## config.mk

```make
export PLATFORM = sky130hd
export DESIGN_NAME = trim_sequencer
export DESIGN_NICKNAME = d
export VERILOG_FILES = /design/src/verilog/trim_pkg.sv /design/src/verilog/trim_sequencer.sv
export SDC_FILE = /design/constraint.sdc
export NUM_CORES = 1
export LEC_CHECK = 0
export BUFFER_PORTS_ARGS = -buffer_cell sky130_fd_sc_hd__buf_2
export CORE_MARGIN = 2
export CORE_UTILIZATION = 56
export DETAILED_ROUTE_END_ITERATION = 16
export PLACE_DENSITY_LB_ADDON = 0.25
export REMOVE_ABC_BUFFERS = 1
export SETUP_SLACK_MARGIN = 0.2
export SYNTH_ARGS = -nofsm -noshare
export SYNTH_HDL_FRONTEND = slang
export SYNTH_SLANG_ARGS = --single-unit
```

## constraint.sdc

```tcl
create_clock -name hclk -period 3.55 [get_ports hclk]
set_clock_uncertainty 0.15 [all_clocks]
set_input_delay 0.1775 -clock hclk [delete_from_list [all_inputs] [get_ports hclk]]
set_output_delay 0.1775 -clock hclk [all_outputs]
set_load 0.05 [all_outputs]
```

## src/verilog/trim_pkg.sv

```systemverilog
package trim_pkg;

  // ----------------------------------------------------------------
  // Register map (byte addresses)
  // ----------------------------------------------------------------
  localparam logic [7:0]  CONFIG_OFFSET      = 8'h00;
  localparam logic [7:0]  ADJUST_OFFSET      = 8'h04;
  localparam logic [7:0]  STATUS_OFFSET      = 8'h08;
  localparam int          START_BIT          = 15;
  localparam int          TRIG_CAPTURE_BIT   = 3;
  localparam int          SEQ_SELECT_BIT     = 14;
  localparam int          ST_RUNNING_BIT     = 0;
  localparam int          ST_FLUSHING_BIT    = 1;
  localparam int          ST_SKIPPED_BIT     = 2;
  localparam int          ST_ARMED_BIT       = 3;
  localparam logic [15:0] CONFIG_RESET       = 16'h0000;
  localparam logic [15:0] ADJUST_RESET       = 16'h4000;

  // ----------------------------------------------------------------
  // Timing in sampling clock cycles
  // ----------------------------------------------------------------
  localparam logic [31:0] START_LOW_MIN      = 32'h0000_0050;
  localparam logic [31:0] START_HIGH_MIN     = 32'h0000_0050;
  localparam logic [31:0] FLUSH_CYCLES       = 32'h0000_003C;
  localparam logic [31:0] SYNC_SETTLE        = 32'h0000_0003;

  localparam int          WORD_W             = 12;
  localparam int          BUS_N              = 4;

  typedef struct packed {
    logic [BUS_N-1:0][WORD_W-1:0] word;
    logic [1:0]                   over_range;
  } sample_s;

  typedef enum logic [2:0] {
    ST_INIT,
    ST_POWERON_WAIT,
    ST_IDLE,
    ST_RES_TRIM,
    ST_LIN_TRIM,
    ST_FLUSH
  } trim_state_e;

endpackage

```

## src/verilog/trim_sequencer.sv

```systemverilog
// Decided for this implementation: the address map and the AHB-Lite slave port.
`timescale 1ns/1ps
module trim_sequencer #(
  parameter logic [31:0] POWERON_DELAY_SHORT = 32'h0010_0000,
  parameter logic [31:0] POWERON_DELAY_LONG  = 32'h0100_0000,
  parameter logic [31:0] RES_TRIM_CYCLES     = 32'h0000_4000,
  parameter logic [31:0] LIN_TRIM_CYCLES     = 32'h0001_0000
) (
  input  wire logic                    hclk,
  input  wire logic                    hresetn,
  input  wire logic                    hsel,
  input  wire logic [31:0]             haddr,
  input  wire logic [1:0]              htrans,
  input  wire logic                    hwrite,
  input  wire logic [2:0]              hsize,
  input  wire logic [31:0]             hwdata,
  input  wire logic                    hready,
  output logic      [31:0]             hrdata,
  output logic                         hreadyout,
  output logic                         hresp,
  input  wire logic                    start_pin,
  input  wire logic                    poweron_trim_delay_select,
  input  wire logic                    serial_control_mode,
  input  wire logic                    output_clock_reset_input,
  input  wire trim_pkg::sample_s       sample_in,
  output trim_pkg::sample_s            sample_out,
  output logic                         output_clock,
  output logic                         trim_in_progress
);

  // ----------------------------------------------------------------
  // Pin synchronisers
  // ----------------------------------------------------------------
  logic [3:0] pins_s1_q;
  logic [3:0] pins_s2_q;
  logic       dsel_prev_q;
  logic       start_s;
  logic       dsel_s;
  logic       scm_s;
  logic       trig_s;

  always_ff @(posedge hclk or negedge hresetn) begin
    if (!hresetn) begin
      pins_s1_q <= 4'h0;
      pins_s2_q <= 4'h0;
    end else begin
      pins_s1_q <= {output_clock_reset_input, serial_control_mode,
                    poweron_trim_delay_select, start_pin};
      pins_s2_q <= pins_s1_q;
    end
  end

  assign start_s = pins_s2_q[0];
  assign dsel_s  = pins_s2_q[1];
  assign scm_s   = pins_s2_q[2];
  assign trig_s  = pins_s2_q[3];

  // ----------------------------------------------------------------
  // AHB-Lite register slave
  // ----------------------------------------------------------------
  logic [15:0]             config_q;
  logic [15:0]             adjust_q;
  logic                    wr_pend_q;
  logic [7:0]              wr_addr_q;
  logic                    skipped_q;
  logic                    armed_q;
  trim_pkg::trim_state_e   state_q;
  logic                    addr_phase;
  logic [31:0]             status_val;

  assign addr_phase = hsel && hready && htrans[1];
  assign status_val = {28'h0000000, armed_q, skipped_q,
                       state_q == trim_pkg::ST_FLUSH, trim_in_progress};

  always_ff @(posedge hclk or negedge hresetn) begin
    if (!hresetn) begin
      wr_pend_q <= 1'b0;
      wr_addr_q <= 8'h00;
      hrdata    <= 32'h0000_0000;
      hreadyout <= 1'b1;
      hresp     <= 1'b0;
    end else begin
      wr_pend_q <= addr_phase && hwrite;
      wr_addr_q <= haddr[7:0];
      hreadyout <= 1'b1;
      hresp     <= 1'b0;
      if (addr_phase && !hwrite) begin
        if (haddr[7:0] == trim_pkg::CONFIG_OFFSET) begin
          hrdata <= {16'h0000, config_q};
        end else if (haddr[7:0] == trim_pkg::ADJUST_OFFSET) begin
          hrdata <= {16'h0000, adjust_q};
        end else if (haddr[7:0] == trim_pkg::STATUS_OFFSET) begin
          hrdata <= status_val;
        end else begin
          hrdata <= 32'h0000_0000;
        end
      end
    end
  end

  always_ff @(posedge hclk or negedge hresetn) begin
    if (!hresetn) begin
      config_q <= trim_pkg::CONFIG_RESET;
      adjust_q <= trim_pkg::ADJUST_RESET;
    end else if (wr_pend_q) begin
      if (wr_addr_q == trim_pkg::CONFIG_OFFSET) begin
        config_q <= hwdata[15:0];
      end else if (wr_addr_q == trim_pkg::ADJUST_OFFSET) begin
        adjust_q <= hwdata[15:0];
      end
    end
  end

  // ----------------------------------------------------------------
  // Start request qualification
  // ----------------------------------------------------------------
  logic        start_req;
  logic [31:0] low_cnt_q;
  logic [31:0] high_cnt_q;
  logic        launch_cmd;
  logic        launch_dsel;
  logic        launch;

  // Pin ORed with bit in serial mode
  assign start_req = start_s ||
                     (scm_s && config_q[trim_pkg::START_BIT]);
  assign launch_cmd = armed_q && start_req &&
                      (high_cnt_q == trim_pkg::START_HIGH_MIN - 32'h1);
  assign launch_dsel = (dsel_s != dsel_prev_q);
  assign launch = (state_q == trim_pkg::ST_IDLE ||
                   state_q == trim_pkg::ST_FLUSH) &&
                  (launch_cmd || launch_dsel);

  always_ff @(posedge hclk or negedge hresetn) begin
    if (!hresetn) begin
      low_cnt_q  <= 32'h0;
      high_cnt_q <= 32'h0;
      armed_q    <= 1'b0;
    end else if (!start_req) begin
      high_cnt_q <= 32'h0;
      if (low_cnt_q == trim_pkg::START_LOW_MIN - 32'h1) begin
        armed_q <= 1'b1;
      end else begin
        low_cnt_q <= low_cnt_q + 32'h1;
      end
    end else begin
      low_cnt_q <= 32'h0;
      if (launch_cmd) begin
        armed_q <= 1'b0;
      end else if (armed_q) begin
        high_cnt_q <= high_cnt_q + 32'h1;
      end
    end
  end

  // ----------------------------------------------------------------
  // Trim sequencer
  // ----------------------------------------------------------------
  logic [31:0] cnt_q;
  logic [31:0] poweron_delay;

  assign poweron_delay = dsel_s ? POWERON_DELAY_LONG : POWERON_DELAY_SHORT;

  always_ff @(posedge hclk or negedge hresetn) begin
    if (!hresetn) begin
      dsel_prev_q <= 1'b0;
    end else begin
      dsel_prev_q <= dsel_s;
    end
  end

  always_ff @(posedge hclk or negedge hresetn) begin
    if (!hresetn) begin
      state_q    <= trim_pkg::ST_INIT;
      cnt_q      <= 32'h0;
      skipped_q  <= 1'b0;
    end else begin
      cnt_q <= cnt_q + 32'h1;
      case (state_q)
        trim_pkg::ST_INIT: begin
          if (cnt_q == trim_pkg::SYNC_SETTLE) begin
            cnt_q <= 32'h0;
            if (start_req) begin
              skipped_q <= 1'b1;
              state_q   <= trim_pkg::ST_IDLE;
            end else begin
              state_q   <= trim_pkg::ST_POWERON_WAIT;
            end
          end
        end
        trim_pkg::ST_POWERON_WAIT: begin
          if (cnt_q >= poweron_delay - 32'h1) begin
            cnt_q      <= 32'h0;
            state_q    <= adjust_q[trim_pkg::SEQ_SELECT_BIT] ?
                          trim_pkg::ST_RES_TRIM : trim_pkg::ST_LIN_TRIM;
          end
        end
        trim_pkg::ST_RES_TRIM: begin
          if (cnt_q == RES_TRIM_CYCLES - 32'h1) begin
            cnt_q   <= 32'h0;
            state_q <= trim_pkg::ST_LIN_TRIM;
          end
        end
        trim_pkg::ST_LIN_TRIM: begin
          if (cnt_q == LIN_TRIM_CYCLES - 32'h1) begin
            cnt_q   <= 32'h0;
            state_q <= trim_pkg::ST_FLUSH;
          end
        end
        default: begin
          if (state_q == trim_pkg::ST_FLUSH &&
              cnt_q == trim_pkg::FLUSH_CYCLES - 32'h1) begin
            state_q <= trim_pkg::ST_IDLE;
          end
          if (launch) begin
            cnt_q      <= 32'h0;
            state_q    <= adjust_q[trim_pkg::SEQ_SELECT_BIT] ?
                          trim_pkg::ST_RES_TRIM : trim_pkg::ST_LIN_TRIM;
          end
        end
      endcase
    end
  end

  // ----------------------------------------------------------------
  // Output path
  // ----------------------------------------------------------------
  trim_pkg::sample_s stage1_q;
  trim_pkg::sample_s stage2_q;
  logic              blank;

  always_ff @(posedge hclk or negedge hresetn) begin
    if (!hresetn) begin
      trim_in_progress <= 1'b0;
      output_clock     <= 1'b0;
    end else begin
      trim_in_progress <= (state_q == trim_pkg::ST_RES_TRIM) ||
                          (state_q == trim_pkg::ST_LIN_TRIM);
      output_clock     <= !output_clock;
    end
  end

  assign blank = trim_in_progress || (state_q == trim_pkg::ST_FLUSH) ||
                 (state_q == trim_pkg::ST_RES_TRIM) ||
                 (state_q == trim_pkg::ST_LIN_TRIM);

  // Data delayed to match trigger sync
  always_ff @(posedge hclk or negedge hresetn) begin
    if (!hresetn) begin
      stage1_q <= '0;
      stage2_q <= '0;
    end else begin
      stage1_q <= sample_in;
      stage2_q <= stage1_q;
    end
  end

  generate
    for (genvar b = 0; b < trim_pkg::BUS_N; b++) begin : g_bus
      always_ff @(posedge hclk or negedge hresetn) begin
        if (!hresetn) begin
          sample_out.word[b] <= '0;
        end else if (blank) begin
          sample_out.word[b] <= '0;
        end else if (config_q[trim_pkg::TRIG_CAPTURE_BIT]) begin
          sample_out.word[b] <= {stage2_q.word[b][trim_pkg::WORD_W-1:1],
                                 trig_s};
        end else begin
          sample_out.word[b] <= stage2_q.word[b];
        end
      end
    end
  endgenerate

  always_ff @(posedge hclk or negedge hresetn) begin
    if (!hresetn) begin
      sample_out.over_range <= 2'h0;
    end else begin
      sample_out.over_range <= blank ? 2'h0 : stage2_q.over_range;
    end
  end

  // ----------------------------------------------------------------
  // Assertions
  // ----------------------------------------------------------------
  trig_lsb_a: assert property (
    @(posedge hclk) disable iff (!hresetn)
    (!blank && config_q[trim_pkg::TRIG_CAPTURE_BIT])
      |=> sample_out.word[0][0] == $past(trig_s))
    else $error("trigger bit not in word lsb");

  trig_latency_a: assert property (
    @(posedge hclk) disable iff (!hresetn)
    ($past(hresetn, 2) && !blank &&
     !config_q[trim_pkg::TRIG_CAPTURE_BIT])
      |=> sample_out.word[1] == $past(sample_in.word[1], 3))
    else $error("data latency differs from trigger latency");

  launch_qual_a: assert property (
    @(posedge hclk) disable iff (!hresetn)
    launch_cmd |-> $past(start_req, 1) && armed_q)
    else $error("launch without qualified start");

  rearm_low_a: assert property (
    @(posedge hclk) disable iff (!hresetn)
    launch_cmd |=> !armed_q)
    else $error("start not disarmed after launch");

  running_flag_a: assert property (
    @(posedge hclk) disable iff (!hresetn)
    (state_q == trim_pkg::ST_LIN_TRIM) |=> trim_in_progress)
    else $error("indicator low during trim");

  skip_poweron_a: assert property (
    @(posedge hclk) disable iff (!hresetn)
    (state_q == trim_pkg::ST_INIT && cnt_q == trim_pkg::SYNC_SETTLE
     && start_req) |=> state_q == trim_pkg::ST_IDLE && skipped_q)
    else $error("power-on trim not skipped");

  short_seq_a: assert property (
    @(posedge hclk) disable iff (!hresetn)
    (launch && !adjust_q[trim_pkg::SEQ_SELECT_BIT])
      |=> state_q == trim_pkg::ST_LIN_TRIM)
    else $error("resistor trim not skipped");

  full_seq_a: assert property (
    @(posedge hclk) disable iff (!hresetn)
    (launch && adjust_q[trim_pkg::SEQ_SELECT_BIT])
      |=> state_q == trim_pkg::ST_RES_TRIM)
    else $error("resistor trim not run");

  blank_out_a: assert property (
    @(posedge hclk) disable iff (!hresetn)
    trim_in_progress |=> sample_out == '0)
    else $error("outputs not low during trim");

  flush_hold_a: assert property (
    @(posedge hclk) disable iff (!hresetn)
    $fell(trim_in_progress) |-> state_q == trim_pkg::ST_FLUSH
      ##1 (sample_out == '0) [*8])
    else $error("outputs valid before flush ends");

  dsel_toggle_a: assert property (
    @(posedge hclk) disable iff (!hresetn)
    (state_q == trim_pkg::ST_IDLE && dsel_s != dsel_prev_q)
      |=> state_q inside {trim_pkg::ST_RES_TRIM, trim_pkg::ST_LIN_TRIM})
    else $error("delay select toggle did not launch");

endmodule

```

# Word-level counts from Yosys, hierarchy flattened
# Cells that the tools add are included.
[classes] n_addsub=4 magnitude_cmp=1 n_eq_ne=23 n_mux=36 bitwise_logic=1 n_reduce_logical=29
[op_table] operator="32-bit 2-to-1 mux" n=12
[op_table] operator="32-bit one-hot mux with 4 select lines" n=1
[op_table] operator="32-bit by 1-bit adder with 32-bit output, second input constant" n=3
[op_table] operator="32-bit by 7-bit == test with 1-bit output, second input constant" n=2
[op_table] operator="12-bit 2-to-1 mux" n=4
[op_table] operator="32-bit by 14-bit == test with 1-bit output, second input constant" n=1
[op_table] operator="32-bit by 16-bit == test with 1-bit output, second input constant" n=1
[op_table] operator="32-bit by 2-bit == test with 1-bit output, second input constant" n=1
[op_table] operator="32-bit by 6-bit == test with 1-bit output, second input constant" n=1
[op_table] operator="32-bit >= comparator" n=1
[op_table] operator="25-bit by 1-bit subtractor with 26-bit output, second input constant" n=1
[op_table] operator="25-bit 2-to-1 mux" n=1
[op_table] operator="3-bit 2-to-1 mux" n=7
[op_table] operator="8-bit by 3-bit == test with 1-bit output, second input constant" n=2
[op_table] operator="8-bit zero test" n=2
[op_table] operator="2-bit != test, second input constant" n=7
[op_table] operator="3-bit one-hot mux with 4 select lines" n=1
[op_table] operator="1-bit logical AND" n=9
[op_table] operator="8-bit by 4-bit == test with 1-bit output, second input constant" n=1
[op_table] operator="1-bit logical OR" n=7
[op_table] operator="1-bit 2-to-1 mux" n=7
[op_table] operator="3-bit by 2-bit == test with 1-bit output, second input constant" n=2
[op_table] operator="3-bit == test, second input constant" n=2
[op_table] operator="2-bit AND reduction" n=3
[op_table] operator="12 further kinds" n=15
[totals] regBits=335 inputBits=128 elab_cells=125

# Longest topological paths before layout
[depth] word_depth=8 ltp_mapped=10 mapped_depth_nobuf=9

# Worst setup path after synthesis
# No wires, ideal clock.
[synth_path] kind="register to register" from="reg high_cnt_q[12]" to="reg state_q[0]" setup_ns=0.128 t_arrival_ns=2.325 required_ns=3.272 slack_ns=0.947 stages_incl_launch_ff=8 path_buffers=0 period_less_slack_ns=2.603 path_cell_list="dfrtp_1 -> or4_4 -> nor4_4 -> a31oi_2 -> o211a_1 -> o21a_1 -> or3_1 -> mux2_1"
[synth_via] elab_chain_cells=6 word_cells_on_any_way=8
[synth_lines] item="start, declared" line="trim_sequencer.sv:119" text="logic [31:0] high_cnt_q;"
[synth_lines] item="start signal, assigned" line="trim_sequencer.sv:151" text="high_cnt_q <= high_cnt_q + 32'h1;"
[synth_lines] item="32-bit by 7-bit == test with 1-bit output *" line="trim_sequencer.sv:128" text="(high_cnt_q == trim_pkg::START_HIGH_MIN - 32'h1);"
[synth_lines] item="1-bit logical AND *" line="trim_sequencer.sv:127" text="assign launch_cmd = armed_q && start_req &&"
[synth_lines] item="1-bit logical OR *" line="trim_sequencer.sv:132" text="(launch_cmd || launch_dsel);"
[synth_lines] item="1-bit logical AND *" line="trim_sequencer.sv:131" text="state_q == trim_pkg::ST_FLUSH) &&"
[synth_lines] item="6-bit nonzero test (no line) or 3-bit 2-to-1 mux (tied branches)"
[synth_lines] item="5-bit AND reduction (no line) or 3-bit one-hot mux with 4 select lines (tied branches)"
[synth_lines] item="end signal, assigned" line="trim_sequencer.sv:174" text="state_q <= trim_pkg::ST_INIT;"
[synth_lines] item="end signal, assigned" line="trim_sequencer.sv:185" text="state_q <= trim_pkg::ST_IDLE;"
[synth_lines] item="end signal, assigned" line="trim_sequencer.sv:187" text="state_q <= trim_pkg::ST_POWERON_WAIT;"
[synth_lines] item="end, declared" line="trim_sequencer.sv:67" text="trim_pkg::trim_state_e state_q;"
# Mark *: on every way between the ends. The rest lies on a longest branch, timed or not.
# A chain may end at the register's enable or synchronous reset.

# Worst setup path in the final report
[layout_path] from="reg cnt_q[0]" to="reg state_q[0]"
[layout_via] elab_chain_cells=4 word_cells_on_any_way=12
[layout_lines] item="start, declared" line="trim_sequencer.sv:159" text="logic [31:0] cnt_q;"
[layout_lines] item="start signal, assigned" line="trim_sequencer.sv:178" text="cnt_q <= cnt_q + 32'h1;"
[layout_lines] item="parallel branches: the longest is 3 deep, another holds 32-bit >= comparator"
[layout_lines] item="5-bit AND reduction (no line) *"
[layout_lines] item="end signal, assigned" line="trim_sequencer.sv:207" text="state_q <= trim_pkg::ST_FLUSH;"
[layout_lines] item="end signal, assigned" line="trim_sequencer.sv:213" text="state_q <= trim_pkg::ST_IDLE;"
[layout_lines] item="end signal, assigned" line="trim_sequencer.sv:217" text="state_q <= adjust_q[trim_pkg::SEQ_SELECT_BIT] ?"
# Every way passes the cells marked *.

==> metrics.md <==
| Metric | Value |
|---|---|
| Status | finished, final reports clean |
| Synth area leader | dfrtp_1 |
| Max Slew Vio Count | 0 |
| Final Hold Vio Count | 0 |
| Pwr Density | 641 nW/µm² |
| Synth area leaders | dfrtp_1 65%, nor2_1 3.9%, xor2_1 3.2% |
| Uppermost layer routed | met4 |
| CTS root buffer | clkbuf_16 |
| DR WL met3 | slightly below 1 mm |
| Async S/R FF share, synth | 100% |
| Main flop type after synthesis | dfrtp_1 |
| Worst-path clk slew | about 0.070 ns |
| Total of max-cap violations | 0 |
| Vias in the first global route | roughly 8100 |
| # rows | 53 |
| P&R area growth vs syn | 23.8% |
| DRC viols | 0 |
| Period minus WS final | 2.93 ns |
| Endpoints failing setup | 0 |
| Die span in x | ~150 µm |
| Global route overflow | 0 |
| Worst-Skew Late Latency | between 0.5 and 0.6 ns |
| Crit end category | flop |
| Total clock sinks | between 300 and 400 |
| Detailed placer's ending HPWL | roughly 14 mm |
| Critical path data arrival time | about 3.2 ns |
| Warnings, synthesis | 0 |
| Commonest non-fill, non-tap cell in the layout | dfrtp_1 |
| First-pass iteration count of the detailed router | 4 |
| Number of port buffers | 151 |
| Via count | 8028 |
| WL final | 23.5 mm |
| ANT nets after route | 0 |
| Core area | between 20000 and 25000 µm² |
| Drt first-iter violations | 474 |
| Final hold slack | around 0.038 ns |
| Wire length on met1 | 10.0 mm |
| Die height | roughly 150 µm |
| TritonCTS buffer count | 31 |
| Largest net degree at the start of global routing | approximately 110 |
| Slew margin rel. | between 40% and 50% |
| Critical Path RT | 3.84 ns |
| CP Max Fanout | 5 |
| Worst Max-Slew Pin Slew | about 0.88 ns |
| Die footprint | about 23000 µm² |
| Syn Area/Cell | ~12 µm² |
| Vias per cell | around 5.2 |
| Fraction of layout cells with a size suffix above 1 | 20.3% |
| IR Drop Worst-Case VDD | ~0.00041 V |
| DR WL/cell | approximately 15 µm |
| R2r setup slk | between 0.6 and 0.7 ns |
| Initial antenna violation count | 0 |
| Sequential share of the synthesized area | between 60 and 70% |
| Dpl cell area | 13200 µm² |
| Post-synth EDFFs | 0 |
| Largest buffer count on any clock path | 3 |
| Most frequent cells in the layout | 318 x dfrtp_1, 150 x buf_2, 126 x nor2_1 |
| Metal2 WL | 12.0 mm |
| First-pass GRT wire length | between 30 and 40 mm |
| GPL Wtd Cong | between 0.8 and 0.9 |
| RSZ-0062 raised after global routing | false |
| Cell variety after synth | 54 |
| Startpoint Class | flop |
| Highest clock rate | around 340 MHz |
| Total Routing Usage GR | between 20% and 30% |
| I/O pin cnt | 214 |
| FF+latch count, synth | ~320 |
| TritonCTS clock tree | yes |
| Initial core utilization | approximately 57% |
| Leak | about 7 nW |
| Share of the synthesized area in the top cell type | 65.4% |
| Nets | between 1000 and 1500 |
| Worst hold path class | input port to flop |
| Setup total negative slack | 0 ns |
| CP Class | flop to flop |
| H-tree Lvls | 1 |
| Fin crit share | between 80% and 90% |
| Synth Instances | about 1000 |
| ANT cells | 0 |
| Design area | between 15000 and 20000 µm² |
| Post-Syn Area | between 10000 and 15000 µm² |
==> sequential cells by signal, summed over array words and instances (netlist names), 8 cells and up <==
signal / cells
cnt_q: 32
low_cnt_q: 32
sample_out: 50
high_cnt_q: 32
stage2_q: 50
wr_addr_q: 8
adjust_q: 16
config_q: 16
hrdata: 16
stage1_q: 50
==> critical path: stages, from the launching register on <==
cell and delay, ns:
dfrtp_1 0.39, ha_1 0.27, nand4_1 0.26, nor4_4 0.27, nand2_1 0.18, o31ai_1 0.31, o211ai_1 0.21, or3_1 0.43
mux2_1 0.33
==> cell usage after synthesis, types with 5 or more instances <==
master and number:
dfrtp_1 318, xnor2_1 38, buf_4 18, nand3_1 37
a21oi_1 26, inv_1 16, ha_1 7, nand2_1 67
and3_1 11, mux2_2 32, xor2_1 45, and2_1 49
o21ai_0 30, mux2i_1 16, and4_1 13, nand4_1 25
nor4_1 19, nor4b_1 5, or3_1 14, nor2_1 126
nor3_1 8, nand2b_1 6, clkbuf_1 23
==> worst paths after layout <==
path / depth (start not counted) / endpoint / startpoint
max in group asynchronous: 3 / adjust_q[14] / hresetn
min in group asynchronous: 2 / sample_out[20] / hresetn
max reg2reg: 8 / state_q[0] / cnt_q[0]
min reg2reg: 0 / pins_s2_q[1] / pins_s1_q[1]
min: 5 / hrdata[1] / htrans[1]
max: 8 / state_q[0] / cnt_q[0]
==> where the power goes <==
part | switching, mW | total (mW) | internal [mW]
Clock | 1.36 | 3.31 | 1.94
Sequential | 0.171 | 4.16 | 3.99
Combinational | 1.61 | 2.18 | 0.572
==> cell families after synthesis <==
group | share of synthesized area [%]
flip-flops | 65.7
AND/OR/NAND/NOR | 17.1
AO/OA/AOI/OAI | 3.55
multiplexers | 4.37
XOR/XNOR | 5.98
buffers and inverters | 2.55
adder cells (fa/ha/maj) | 0.720
other | 0.0618
==> layer usage <==
metal | up-vias | global-route usage [%]
li1 | 3831 | -
met4 | 0 | 5.70
met5 | - | 0
met2 | 160 | 37.2
met3 | 45 | 3.10
met1 | 3992 | 28.0
==> layout make-up <==
cell class,count,area [µm²]
sequential,319,7980
fill,1398,6100
multi-input combinational,632,3930
timing repair buffer,242,1680
clock buffer,43,871
tap,275,344
clock inverter,15,180
inverter,16,60.1
==> through the flow <==
step	setup WS [ns]	util (%)	std cells	power (mW)
finish	0.623	71.1	1542	9.65
floorplan	0.373	-	967	5.68
global route	0.408	71.1	1542	10.1
detailed placement	0.712	62.3	1403	6.32
CTS	0.638	71.1	1542	9.74
global placement	0.749	62.3	1403	6.28
==> timing repair <==
action                                 4_1_cts  5_1_grt
endpoints found under the hold margin      189        0
hold buffers                                81        0
setup buffers                                0        0
gates resized for setup                      0        0
(Power assumes the default switching activity.)
